--- src/verilog/mode_decode_cfg.svh ---
/*
  constants of the mode register decoder: bus offsets, field positions,
  reset values and timing counts.
  assumes inclusion by bare name from the package only.
*/
`ifndef MODE_DECODE_CFG_SVH
`define MODE_DECODE_CFG_SVH

// ==========================================================
// register byte offsets
`define OFS_MODE     8'h00
`define OFS_CONFIG   8'h04
`define OFS_STATUS   8'h08

// ==========================================================
// mode word field positions
`define POS_BURST_LO     0
`define POS_BURST_HI     2
`define POS_ORDER        3
`define POS_CAS_LO       4
`define POS_CAS_HI       6
`define POS_TEST         7
`define POS_LOOP_RESET   8
`define POS_WR_LO        9
`define POS_WR_HI        11
`define POS_PD_EXIT      12

// ==========================================================
// encodings and reset values
`define BURST_CODE_4     3'h2
`define BURST_CODE_8     3'h3
`define CAS_MIN          3'h3
`define CAS_MAX          3'h7
`define WR_CODE_MIN      3'h1
`define RST_BURST_CODE   3'h2
`define RST_CAS          3'h3
`define RST_WR_CODE      3'h1
`define RST_POSTED       3'h0
`define POSTED_MAX       3'h6

// ==========================================================
// timing counts, in device clocks
`define LOOP_SETTLE_CYC  8'hC8
`define PIPE_DEPTH       16

`endif

--- src/verilog/mode_decode_pkg.sv ---
/*
  types shared by the mode register decoder.
  assumes mode_decode_cfg.svh is on the include path.
*/
package mode_decode_pkg;
  `include "mode_decode_cfg.svh"

  // ==========================================================
  // command seen on the device clock
  typedef enum logic [2:0] {
    CMD_NOP       = 3'b000,
    CMD_MODE_LOAD = 3'b001,
    CMD_READ      = 3'b010,
    CMD_WRITE     = 3'b011,
    CMD_WRITE_AP  = 3'b100
  } cmd_t;

  // ==========================================================
  // stored mode fields, loop reset bit excluded (self clearing)
  typedef struct packed {
    logic       pd_slow;      // power_down_exit_select
    logic [2:0] wr_code;      // recovery clocks minus one
    logic       test_mode;    // test_mode_bit
    logic [2:0] cas_delay;    // clocks, 3..7
    logic       interleave;   // burst_order_select
    logic [2:0] burst_code;   // burst_size code
  } mode_t;

  // one slot of the latency pipeline
  typedef struct packed {
    logic       valid;
    logic       is_read;
    logic       auto_pre;
    logic [2:0] start;
  } slot_t;

  // burst sequencer states
  typedef enum logic [0:0] {
    SEQ_IDLE  = 1'b0,
    SEQ_BURST = 1'b1
  } seq_state_t;
endpackage

--- src/verilog/mode_decode.sv ---
/*
  mode register decoder of the memory device: takes mode loads, holds
  the mode fields, times reads and writes by the programmed latencies,
  orders burst columns, times write recovery and steers power-down.
  assumes commands arrive from logic on clock_i (no synchroniser) and
  a classic wishbone master for the software registers.
*/
// The Wishbone register port and the register addresses were left to the implementer.
`timescale 1ns/1ps

// Function
// - bit 3 picks sequential or interleaved order
// - order from size, type, start column
// - only burst sizes four and eight
// - interleaved offset is start xor k
// - sequential four: ascending, wraps in block
// - sequential eight: nibble wrap, bit2 flips
// - bit7 clear: normal load, program fields
// - bit7 set: fields kept, test mode
// - bit 8 set resets delay loop
// - bit 8 self clears after reset
// - auto precharge delayed by recovery count
// - recovery field encodes 2 to 8 only
// - bit 12 picks fast or slow exit
// - precharge power-down ignores bit 12; slow_exit_o still copies it
// - bits 4-6 hold cas read latency
// - cas latency accepts 3 to 7
// - latency whole clocks only
// - first data at edge n plus m
// - posted delay holds early read
// - bits 0-2 set burst size
// - burst wraps inside aligned block
// - read is posted plus cas; write one less
module mode_decode
  import mode_decode_pkg::*;
(
  input  wire logic        clock_i,
  input  wire logic        rst_n_i,
  // command side, same clock
  input  wire logic        cmd_valid_i,
  input  wire cmd_t        cmd_i,
  input  wire logic [12:0] addr_i,
  input  wire logic        active_pd_i,
  input  wire logic        precharge_pd_i,
  // device side effects
  output logic             loop_reset_o,
  output logic             test_mode_o,
  output logic             data_beat_o,
  output logic             data_read_o,
  output logic [2:0]       col_even_o,
  output logic [2:0]       col_odd_o,
  output logic             precharge_o,
  output logic             loop_freeze_o,
  output logic             slow_exit_o,
  // classic wishbone slave
  input  wire logic        wb_cyc_i,
  input  wire logic        wb_stb_i,
  input  wire logic        wb_we_i,
  input  wire logic [7:0]  wb_adr_i,
  input  wire logic [3:0]  wb_sel_i,
  input  wire logic [31:0] wb_dat_i,
  output logic [31:0]      wb_dat_o,
  output logic             wb_ack_o
);

  // ==========================================================
  // declarations
  mode_t       mode_ff;                   // loaded mode fields
  logic [2:0]  posted_ff;                 // posted_command_delay
  logic [7:0]  settle_ff;                 // loop settle countdown
  slot_t       pipe_ff [`PIPE_DEPTH];     // latency delay line
  seq_state_t  state_ff;                  // burst sequencer state
  seq_state_t  nxt_state;
  logic [2:0]  start_ff;                  // burst start offset
  logic [1:0]  beat_ff;                   // beat within burst
  logic        auto_pre_ff;               // burst is write with ap
  logic        is_read_ff;                // burst is a read
  logic [3:0]  recov_ff;                  // recovery countdown
  logic        load_ok;                   // a mode load this cycle
  logic        wb_hit;                    // new bus request
  logic [3:0]  read_tap;                  // read_latency_total
  logic [3:0]  write_tap;                 // write latency
  slot_t       rd_slot;
  slot_t       wr_slot;
  slot_t       go_slot;                   // slot starting its data now
  logic [1:0]  last_beat;

  // ==========================================================
  // column order within a burst
  // covers sizes four and eight only, other sizes are never stored
  function automatic logic [2:0] burst_offset(
    input logic [2:0] start,
    input logic [2:0] k,
    input logic       size8,
    input logic       ilv
  );
    logic       hi;
    logic [1:0] lo;
    hi = size8 ? (start[2] ^ k[2]) : start[2];
    lo = ilv ? (start[1:0] ^ k[1:0])
             : 2'(start[1:0] + k[1:0]);
    return {hi, lo};
  endfunction

  // ==========================================================
  // mode load decode
  assign load_ok = cmd_valid_i && (cmd_i == CMD_MODE_LOAD);

  // mode fields; a test-mode load leaves everything else alone
  always_ff @(posedge clock_i or negedge rst_n_i) begin
    if (!rst_n_i) begin
      mode_ff.pd_slow    <= 1'b0;
      mode_ff.wr_code    <= `RST_WR_CODE;
      mode_ff.test_mode  <= 1'b0;
      mode_ff.cas_delay  <= `RST_CAS;
      mode_ff.interleave <= 1'b0;
      mode_ff.burst_code <= `RST_BURST_CODE;
    end else if (load_ok) begin
      if (addr_i[`POS_TEST]) begin
        mode_ff.test_mode <= 1'b1;
      end else begin
        mode_ff.test_mode  <= 1'b0;
        mode_ff.interleave <= addr_i[`POS_ORDER];
        mode_ff.pd_slow    <= addr_i[`POS_PD_EXIT];
        // reserved codes keep the old size
        if (addr_i[`POS_BURST_HI:`POS_BURST_LO] == `BURST_CODE_4 ||
            addr_i[`POS_BURST_HI:`POS_BURST_LO] == `BURST_CODE_8) begin
          mode_ff.burst_code <= addr_i[`POS_BURST_HI:`POS_BURST_LO];
        end
        // latency 3..7 whole clocks; others ignored
        if (addr_i[`POS_CAS_HI:`POS_CAS_LO] >= `CAS_MIN) begin
          mode_ff.cas_delay <= addr_i[`POS_CAS_HI:`POS_CAS_LO];
        end
        // code 0 is reserved; 1..7 give 2..8 clocks
        if (addr_i[`POS_WR_HI:`POS_WR_LO] >= `WR_CODE_MIN) begin
          mode_ff.wr_code <= addr_i[`POS_WR_HI:`POS_WR_LO];
        end
      end
    end
  end
  // fields otherwise hold between loads

  // ==========================================================
  // loop reset pulse and settle timer
  // the stored image never holds bit 8, so readback shows it clear
  always_ff @(posedge clock_i or negedge rst_n_i) begin
    if (!rst_n_i) begin
      loop_reset_o <= 1'b0;
      settle_ff    <= 8'h00;
    end else begin
      loop_reset_o <= load_ok && !addr_i[`POS_TEST]
                      && addr_i[`POS_LOOP_RESET];
      if (load_ok && !addr_i[`POS_TEST] && addr_i[`POS_LOOP_RESET]) begin
        settle_ff <= `LOOP_SETTLE_CYC;
      end else if (settle_ff != 8'h00) begin
        settle_ff <= settle_ff - 8'h01;
      end
    end
  end

  // ==========================================================
  // latency delay line; slot i holds a command i+1 edges old
  always_ff @(posedge clock_i or negedge rst_n_i) begin
    if (!rst_n_i) begin
      for (int i = 0; i < `PIPE_DEPTH; i++) begin
        pipe_ff[i] <= '0;
      end
    end else begin
      pipe_ff[0].valid    <= cmd_valid_i && (cmd_i == CMD_READ ||
                             cmd_i == CMD_WRITE || cmd_i == CMD_WRITE_AP);
      pipe_ff[0].is_read  <= cmd_i == CMD_READ;
      pipe_ff[0].auto_pre <= cmd_i == CMD_WRITE_AP;
      pipe_ff[0].start    <= addr_i[2:0];
      for (int i = 1; i < `PIPE_DEPTH; i++) begin
        pipe_ff[i] <= pipe_ff[i-1];
      end
    end
  end

  // taps: read after posted+cas, write one clock sooner
  always_comb begin
    read_tap  = 4'({1'b0, posted_ff} + {1'b0, mode_ff.cas_delay});
    write_tap = 4'(read_tap - 4'h1);
    rd_slot   = pipe_ff[4'(read_tap - 4'h2)];
    wr_slot   = pipe_ff[4'(write_tap - 4'h2)];
    // reads win a clash; the controller never overlaps data anyway
    if (rd_slot.valid && rd_slot.is_read) begin
      go_slot = rd_slot;
    end else if (wr_slot.valid && !wr_slot.is_read) begin
      go_slot = wr_slot;
    end else begin
      go_slot = '0;
    end
    last_beat = (mode_ff.burst_code == `BURST_CODE_8) ? 2'h3 : 2'h1;
  end

  // ==========================================================
  // burst sequencer, two columns per clock
  always_comb begin
    nxt_state = state_ff;
    case (state_ff)
      SEQ_IDLE: begin
        if (go_slot.valid) begin
          nxt_state = SEQ_BURST;
        end
      end
      SEQ_BURST: begin
        // back-to-back burst restarts, else finish
        if (beat_ff == last_beat && !go_slot.valid) begin
          nxt_state = SEQ_IDLE;
        end
      end
      default: begin
        nxt_state = SEQ_IDLE;
      end
    endcase
  end

  always_ff @(posedge clock_i or negedge rst_n_i) begin
    if (!rst_n_i) begin
      state_ff    <= SEQ_IDLE;
      beat_ff     <= 2'h0;
      start_ff    <= 3'h0;
      auto_pre_ff <= 1'b0;
      is_read_ff  <= 1'b0;
    end else begin
      state_ff <= nxt_state;
      if (go_slot.valid && (state_ff == SEQ_IDLE || beat_ff == last_beat)) begin
        beat_ff     <= 2'h0;
        start_ff    <= go_slot.start;
        auto_pre_ff <= go_slot.auto_pre;
        is_read_ff  <= go_slot.is_read;
      end else if (state_ff == SEQ_BURST) begin
        beat_ff <= beat_ff + 2'h1;
      end
    end
  end

  // registered column outputs, launched on the edge the beat starts so
  // that the first read beat is seen at edge n + read_latency_total, a write's one edge sooner
  always_ff @(posedge clock_i or negedge rst_n_i) begin
    if (!rst_n_i) begin
      data_beat_o <= 1'b0;
      data_read_o <= 1'b0;
      col_even_o  <= 3'h0;
      col_odd_o   <= 3'h0;
    end else if (go_slot.valid && (state_ff == SEQ_IDLE || beat_ff == last_beat)) begin
      // first beat of a new burst
      data_beat_o <= 1'b1;
      data_read_o <= go_slot.is_read;
      col_even_o  <= burst_offset(go_slot.start, 3'h0,
                       mode_ff.burst_code == `BURST_CODE_8,
                       mode_ff.interleave);
      col_odd_o   <= burst_offset(go_slot.start, 3'h1,
                       mode_ff.burst_code == `BURST_CODE_8,
                       mode_ff.interleave);
    end else if (state_ff == SEQ_BURST && beat_ff != last_beat) begin
      // following beats of the running burst
      data_beat_o <= 1'b1;
      data_read_o <= is_read_ff;
      col_even_o  <= burst_offset(start_ff, {2'(beat_ff + 2'h1), 1'b0},
                       mode_ff.burst_code == `BURST_CODE_8,
                       mode_ff.interleave);
      col_odd_o   <= burst_offset(start_ff, {2'(beat_ff + 2'h1), 1'b1},
                       mode_ff.burst_code == `BURST_CODE_8,
                       mode_ff.interleave);
    end else begin
      // columns hold, beat flags drop
      data_beat_o <= 1'b0;
      data_read_o <= 1'b0;
    end
  end

  // ==========================================================
  // write recovery before the internal precharge
  always_ff @(posedge clock_i or negedge rst_n_i) begin
    if (!rst_n_i) begin
      recov_ff    <= 4'h0;
      precharge_o <= 1'b0;
    end else begin
      precharge_o <= recov_ff == 4'h1;
      if (state_ff == SEQ_BURST && beat_ff == last_beat
          && auto_pre_ff && !is_read_ff) begin
        recov_ff <= {1'b0, mode_ff.wr_code};
      end else if (recov_ff != 4'h0) begin
        recov_ff <= recov_ff - 4'h1;
      end
    end
  end

  // ==========================================================
  // power-down steering; precharge power-down keeps loop_freeze_o low whatever bit 12 holds, slow_exit_o copies bit 12 always
  always_ff @(posedge clock_i or negedge rst_n_i) begin
    if (!rst_n_i) begin
      loop_freeze_o <= 1'b0;
      slow_exit_o   <= 1'b0;
    end else begin
      loop_freeze_o <= active_pd_i && !precharge_pd_i
                       && mode_ff.pd_slow;
      slow_exit_o   <= mode_ff.pd_slow;
    end
  end

  always_ff @(posedge clock_i or negedge rst_n_i) begin
    if (!rst_n_i) begin
      test_mode_o <= 1'b0;
    end else begin
      test_mode_o <= mode_ff.test_mode;
    end
  end

  // ==========================================================
  // wishbone slave: ack one clock after the request, dropped after
  assign wb_hit = wb_cyc_i && wb_stb_i && !wb_ack_o;

  always_ff @(posedge clock_i or negedge rst_n_i) begin
    if (!rst_n_i) begin
      wb_ack_o  <= 1'b0;
      wb_dat_o  <= 32'h0000_0000;
      posted_ff <= `RST_POSTED;
    end else begin
      wb_ack_o <= wb_hit;
      // write lands on the ack edge, where the master samples ack high
      if (wb_cyc_i && wb_stb_i && wb_ack_o && wb_we_i && wb_sel_i[0]
          && wb_adr_i == `OFS_CONFIG) begin
        // reserved delays above six are refused
        if (wb_dat_i[2:0] <= `POSTED_MAX) begin
          posted_ff <= wb_dat_i[2:0];
        end
      end
      case (wb_adr_i)
        `OFS_MODE: begin
          wb_dat_o <= {19'h0, mode_ff.pd_slow, mode_ff.wr_code, 1'b0,
                       mode_ff.test_mode, mode_ff.cas_delay,
                       mode_ff.interleave, mode_ff.burst_code};
        end
        `OFS_CONFIG: begin
          wb_dat_o <= {29'h0, posted_ff};
        end
        `OFS_STATUS: begin
          wb_dat_o <= {29'h0, state_ff == SEQ_BURST,
                       settle_ff != 8'h00, mode_ff.test_mode};
        end
        default: begin
          wb_dat_o <= 32'h0000_0000;
        end
      endcase
    end
  end

endmodule

--- config.mk ---
export PLATFORM = sky130hd
export DESIGN_NAME = mode_decode
export DESIGN_NICKNAME = d
export VERILOG_FILES = /design/src/verilog/mode_decode_pkg.sv /design/src/verilog/mode_decode.sv
export VERILOG_INCLUDE_DIRS = /design/src /design/src/verilog
export SDC_FILE = /design/constraint.sdc
export NUM_CORES = 1
export LEC_CHECK = 0
export ABC_AREA = 1
export BUFFER_PORTS_ARGS = -buffer_cell sky130_fd_sc_hd__buf_2
export CAP_MARGIN = 10
export CORE_UTILIZATION = 40
export CTS_CLUSTER_SIZE = 40
export DETAILED_ROUTE_END_ITERATION = 12
export SLEW_MARGIN = 25
export SYNTH_ARGS = -nofsm -noshare
export SYNTH_HDL_FRONTEND = slang
export SYNTH_SLANG_ARGS = --single-unit
export TNS_END_PERCENT = 50
--- constraint.sdc ---
create_clock -name clock_i -period 3.8 [get_ports clock_i]
set_input_delay 0.19 -clock clock_i [delete_from_list [all_inputs] [get_ports clock_i]]
set_output_delay 0.19 -clock clock_i [all_outputs]
set_load 0.01 [all_outputs]
# Word level (Yosys, flattened, before mapping)
# Cells that the tools add are included.
# totals
ff_bits	177
inputBits	68
output_inout_bits	46
word_cells	198
# op_classes
n_addsub	10
magnitude_cmp	5
n_eq_ne	12
mux	32
bitwise_logic	8
n_reduce_logical	42
# ops
op	count
6-bit binary-select mux with 4-bit select	2
13-bit case mux with 3 select lines	1
6-bit 2-to-1 mux	6
1-bit logical AND	20
8-bit 2-to-1 mux	2
3-bit by 2-bit equality test with 1-bit output (second input constant)	5
2-bit 2-to-1 mux	6
3-bit 2-to-1 mux	4
5-bit >= comparator (second input constant)	2
4-bit NOT with 5-bit output	2
3-bit AND reduction	3
8-bit by 3-bit equality test with 1-bit output (second input constant)	1
8-bit by 4-bit equality test with 1-bit output (second input constant)	1
8-bit logical NOT	1
1-bit 2-to-1 mux	8
4-bit 2-to-1 mux	2
2-bit nonzero test	4
8-bit nonzero test	1
4-bit by 1-bit subtractor with 4-bit output (second input constant)	2
4-bit by 2-bit subtractor with 4-bit output (second input constant)	2
8-bit by 1-bit subtractor with 8-bit output (second input constant)	1
1-bit logical NOT	6
2-bit by 1-bit adder with 2-bit output (second input constant)	2
2-bit adder	2
16 further kinds	23

# Logic depth before layout (Yosys ltp)
# depth
depth_word	15
mapped_depth	20
ltp_nobuf	20

# Worst setup path before layout
# Ideal clock, no wire load.
# synth_path
path_kind	register to register
start	register mode_ff[4] (netlist bit)
end	register col_even_o[1]
setup_time_ns	0.117
arrival_ns	2.724
required_ns	3.683
path_slack_ns	0.959
stages_incl_launch_ff	20
n_path_buf	2
path_cell_list	dfstp_2 ha_1 fa_1 ha_1 buf_4 inv_2 clkbuf_1 nand3_1 nand2_1 nand2_1 nand2_1 nand2_1 nand2_1 nor2_1 nand2_1 nand2_1 nand2_2 o21ai_1 nand2_1 nand2_1
# synth_between
elab_chain_cells	13
word_cells_on_any_way	20
classes_between	add/sub (4); mux (9); bitwise (2); reduce/logical (5)
# synth_rtl
element	line_no	source
start, declared	mode_decode.sv:68	mode_t mode_ff;
3-bit by 3-bit adder with 4-bit output *	mode_decode.sv:182	read_tap = 4'({1'b0, posted_ff} + {1'b0, mode_ff.cas_delay});
4-bit by 1-bit subtractor with 4-bit output	mode_decode.sv:183	write_tap = 4'(read_tap - 4'h1);
4-bit by 2-bit subtractor with 4-bit output	mode_decode.sv:185	wr_slot = pipe_ff[4'(write_tap - 4'h2)];
4-bit NOT with 5-bit output (implied by the code)	mode_decode.sv:185	
6-bit binary-select mux with 4-bit select	mode_decode.sv:185	
6-bit 2-to-1 mux (implied by the code) (2 in a row)	mode_decode.sv:185	
1-bit logical NOT	mode_decode.sv:189	end else if (wr_slot.valid && !wr_slot.is_read) begin
1-bit logical AND	mode_decode.sv:189	
6-bit 2-to-1 mux	mode_decode.sv:189	
6-bit 2-to-1 mux *	mode_decode.sv:187	if (rd_slot.valid && rd_slot.is_read) begin
1-bit logical AND	mode_decode.sv:247	end else if (go_slot.valid && (state_ff == SEQ_IDLE || beat_ff == last_beat)) begin
3-bit 2-to-1 mux / 2-bit nonzero test (equally long branches)	--	
end signal, assigned	mode_decode.sv:251	col_even_o <= burst_offset(go_slot.start, 3'h0,
end signal, assigned	mode_decode.sv:261	col_even_o <= burst_offset(start_ff, {2'(beat_ff + 2'h1), 1'b0},
end, declared	mode_decode.sv:50	output logic [2:0] col_even_o,
# Mark *: on every way between the ends. The rest lies on a longest branch, timed or not. The select of a mux whose other input is x is not followed.
# A chain may end at the register's enable or synchronous reset.

# Final worst setup path
# layout_path
start	register posted_ff[0]
end	register col_even_o[1]
# layout_between
elab_chain_cells	13
word_cells_on_any_way	20
classes_between	add/sub (4); mux (9); bitwise (2); reduce/logical (5)
# layout_rtl
element	line_no	source
start, declared	mode_decode.sv:69	logic [2:0] posted_ff;
start signal, assigned	mode_decode.sv:320	posted_ff <= `RST_POSTED;
start signal, assigned	mode_decode.sv:328	posted_ff <= wb_dat_i[2:0];
3-bit by 3-bit adder with 4-bit output *	mode_decode.sv:182	
4-bit by 1-bit subtractor with 4-bit output	mode_decode.sv:183	
4-bit by 2-bit subtractor with 4-bit output	mode_decode.sv:185	
4-bit NOT with 5-bit output (implied by the code)	mode_decode.sv:185	
6-bit binary-select mux with 4-bit select	mode_decode.sv:185	
6-bit 2-to-1 mux (implied by the code) (2 in a row)	mode_decode.sv:185	
1-bit logical NOT	mode_decode.sv:189	
1-bit logical AND	mode_decode.sv:189	
6-bit 2-to-1 mux	mode_decode.sv:189	
6-bit 2-to-1 mux *	mode_decode.sv:187	
1-bit logical AND	mode_decode.sv:247	
3-bit 2-to-1 mux / 2-bit nonzero test (equally long branches)	--	
# Marked as above.

==> run metrics <==
outcome complete, no violations; critical path cell sequence ha_2, fa_1, buf_4, inv_2, ha_1, inv_1, nand2_2, nand2_4, inv_2, nand2_2, nand2_2, inv_4, nand2_4, nand2_1, nand2_1, nand2_2, o21ai_1, nand2_1, nand2_1; FMAX 319 MHz; Post-synth EDFFs 0; Crit path arrival time 3.46 ns; clk_skew 0.00969 ns; Post-Route Setup TNS 0 ns; post-synthesis adder-cell area fraction 1.98%; Setup crit start posted_ff[0]$_DFFE_PN0P_; Max-Slew Margin vs Limit 43.2%; H-tree levels 4; synth top area cells dfrtp_1 52%, nand2_1 12%, nand3_1 5.4%, nor2_1 4.4%, o21ai_0 4.3%; Critical R2R Capture col_even_o[1]$_DFFE_PN0P_; TritonCTS clock tree yes; fin util 47.2%; main combinational cell family by area after synthesis simple AND/OR/NAND/NOR gates; Mapped Area 7350 um2; GPL Wtd Cong 0.780; share of the yosys chip area belonging to registers 53.2%; WS Path Type register to register; worst setup margin 0.661 ns; leak pwr 4.28 nW; ANT nets after route 0; Peak VDD IR 0.339 mV; Yosys top cell area share 51.8%; CP Max Fanout 33; most common cell after layout, fill and taps aside nand2_1; Initial Utilization 40.9%; Worst Hold Launch cmd_valid_i; reg2reg path depth 19; post-synthesis mux area share 0.460%; pre-CTS setup slack 0.663 ns; post-synth top area cell dfrtp_1; post-DP HPWL 10.8 mm; initial antenna violation count 0; Yosys reg bits 156; drt first pass iters 5; Crit-path slowest cell fa_1; R2R setup slack 0.66 ns; n_diodes 0; drt wl/cell 14.1 um; share of layout cells above drive strength 1 14.6%; Synth warnings 0; synthesized instance count 871; Vias 5730; critical path depth in cells 19; via count of the first global-routing pass 5219; clock sink count 156; CP Capture Type register; Synth Area in Compound Gates 9.42%; Synth Area in XOR/XNOR 0.596%; die area 18900 um2; RSZ-0062 raised after global routing no; Total GRT Usage 18.7%; root buffer cell clkbuf_16; first-pass GRT wire length 26.7 mm; Buf+Inv Stages, Crit Path 5; largest net degree at the start of global routing 107; actual slew at the worst max-slew pin 0.849 ns; commonest cells after routing, fill and taps aside 231 x nand2_1, 152 x dfrtp_1, 86 x nor2_1, 79 x nand3_1, 72 x inv_1; hold crit path type primary input to register; Worst Path Required 4.12 ns; Die W 138 um; pwr dens 674 nW/um2; Worst Hold Path EP pipe_ff[95]$_DFF_PN0_; Final Setup Violations 0; CTS max path bufs 2; first-iteration detailed-routing DRC count 479; cell family with most CP delay adder cells; critical path's largest stage delay 0.55 ns; Slew Viols, Final 0; Ports 114; max-cap violation count 0; Distinct cells, synth 42; input/output buffers 61; drt total wl 16.7 mm; Post-Syn Area per Cell 8.44 um2; die height 138 um; std cell rows 49; area delta synth->final 15.4%; Worst-Skew Late Latency 0.43 ns; placed insts 1140; reg2reg start posted_ff[0]$_DFFE_PN0P_; hold path cells 2; grt ovf 0; fin nets 1027; Clock Pin Slew Worst Setup and Hold Paths 0.07 ns; DR vias/cell 4.82; Final period util 82.6%; Post-synth ARST share 100%; Synth Area in Simple Gates 25.1%; startpoint types register; crit path time final 3.14 ns; core area 18000 um2; worst hold slack 0.0166 ns; ys flop type dfrtp_1; DRC 0; Hold Vio Cnt, Final 0; total CTS buffers 17; Finished Layout Cells 1190
worst max-delay path by stage:
stage	to	slack [ns]
global route	col_even_o[1]$_DFFE_PN0P_	0.43
CTS	col_odd_o[0]$_DFFE_PN0P_	0.64
global placement	col_even_o[0]$_DFFE_PN0P_	0.68
detailed placement	col_even_o[0]$_DFFE_PN0P_	0.66
finish	col_even_o[1]$_DFFE_PN0P_	0.66
floorplan	col_even_o[1]$_DFFE_PN0P_	0.96
flip-flops by register name, indices dropped and copies added (netlist names), 2 cells and up:
signal / cells
beat_ff: 2
mode_ff: 12
col_odd_o: 2
posted_ff: 3
wb_dat_o: 12
settle_ff: 8
pipe_ff: 96
col_even_o: 3
recov_ff: 4
start_ff: 3
cell families after synthesis:
logic type,after synthesis
AND/OR/NAND/NOR,435
flip-flops,156
buffers and inverters,131
AO/OA/AOI/OAI,129
adder cells (fa/ha/maj),11
XOR/XNOR,5
multiplexers,3
other,1
routing by layer:
metal  share of wire, %  track usage [%]  wire length [um]  vias up
li1                   -                -                 -     2911
met1                 50             27.0              8280     2677
met2                 45             27.7              7610      131
met3                4.2             4.67               705       11
met4               0.80             5.13               133        0
met5                  0                0                 0        -
synth_stat cells (2+ instances only):
library cell	instances
nand2_1	231
dfrtp_1	152
nor2_1	86
nand3_1	79
inv_1	72
o21ai_0	63
a21oi_1	34
buf_4	30
o21ai_1	17
nand2_2	12
ha_1	10
buf_2	8
clkbuf_1	7
nor3_1	7
buf_6	6
inv_2	6
nand3b_1	6
o211ai_1	5
dfstp_2	4
mux2_2	3
nand4_1	3
nor4_1	3
xor2_1	3
a31oi_1	2
nand2_4	2
nand3_2	2
or2_2	2
xnor2_1	2
worst register-to-register path: cells and delay by family (launching register included):
family                   cells  cell delay [ns]
adder cells (fa/ha/maj)      3             0.98
AND/OR/NAND/NOR             10             0.86
buffers and inverters        5             0.72
flip-flops                   1             0.42
AO/OA/AOI/OAI                1             0.06
per-stage QoR:
stage          instance area [um2]  power [mW]
2_1_floorplan                 7420        3.62
3_3_place_gp                  7750        4.09
3_5_place_dp                  7750        4.12
4_1_cts                       8480        5.76
5_1_grt                       8480        6.14
6_report                      8480        5.72
where the power goes:
group,switching [mW],internal (mW)
Clock,0.736,0.866
Sequential,0.169,1.90
Combinational,1.35,0.691
layout make-up:
type / instances / area [um2]
inverters: 79 / 299
multi-input cells: 603 / 2840
clock inverters: 14 / 113
clock buffers: 18 / 439
repair buffers: 91 / 597
fillers: 1746 / 9480
flip-flops and latches: 156 / 3910
well taps: 229 / 287
what timing repair did:
action / CTS / global route
buffers inserted: 0 / 0
hold endpoints to repair: 118 / 0
hold buffers: 18 / 0
gates resized for setup: 0 / 0
No activity file was read; power rests on OpenSTA's default activity.
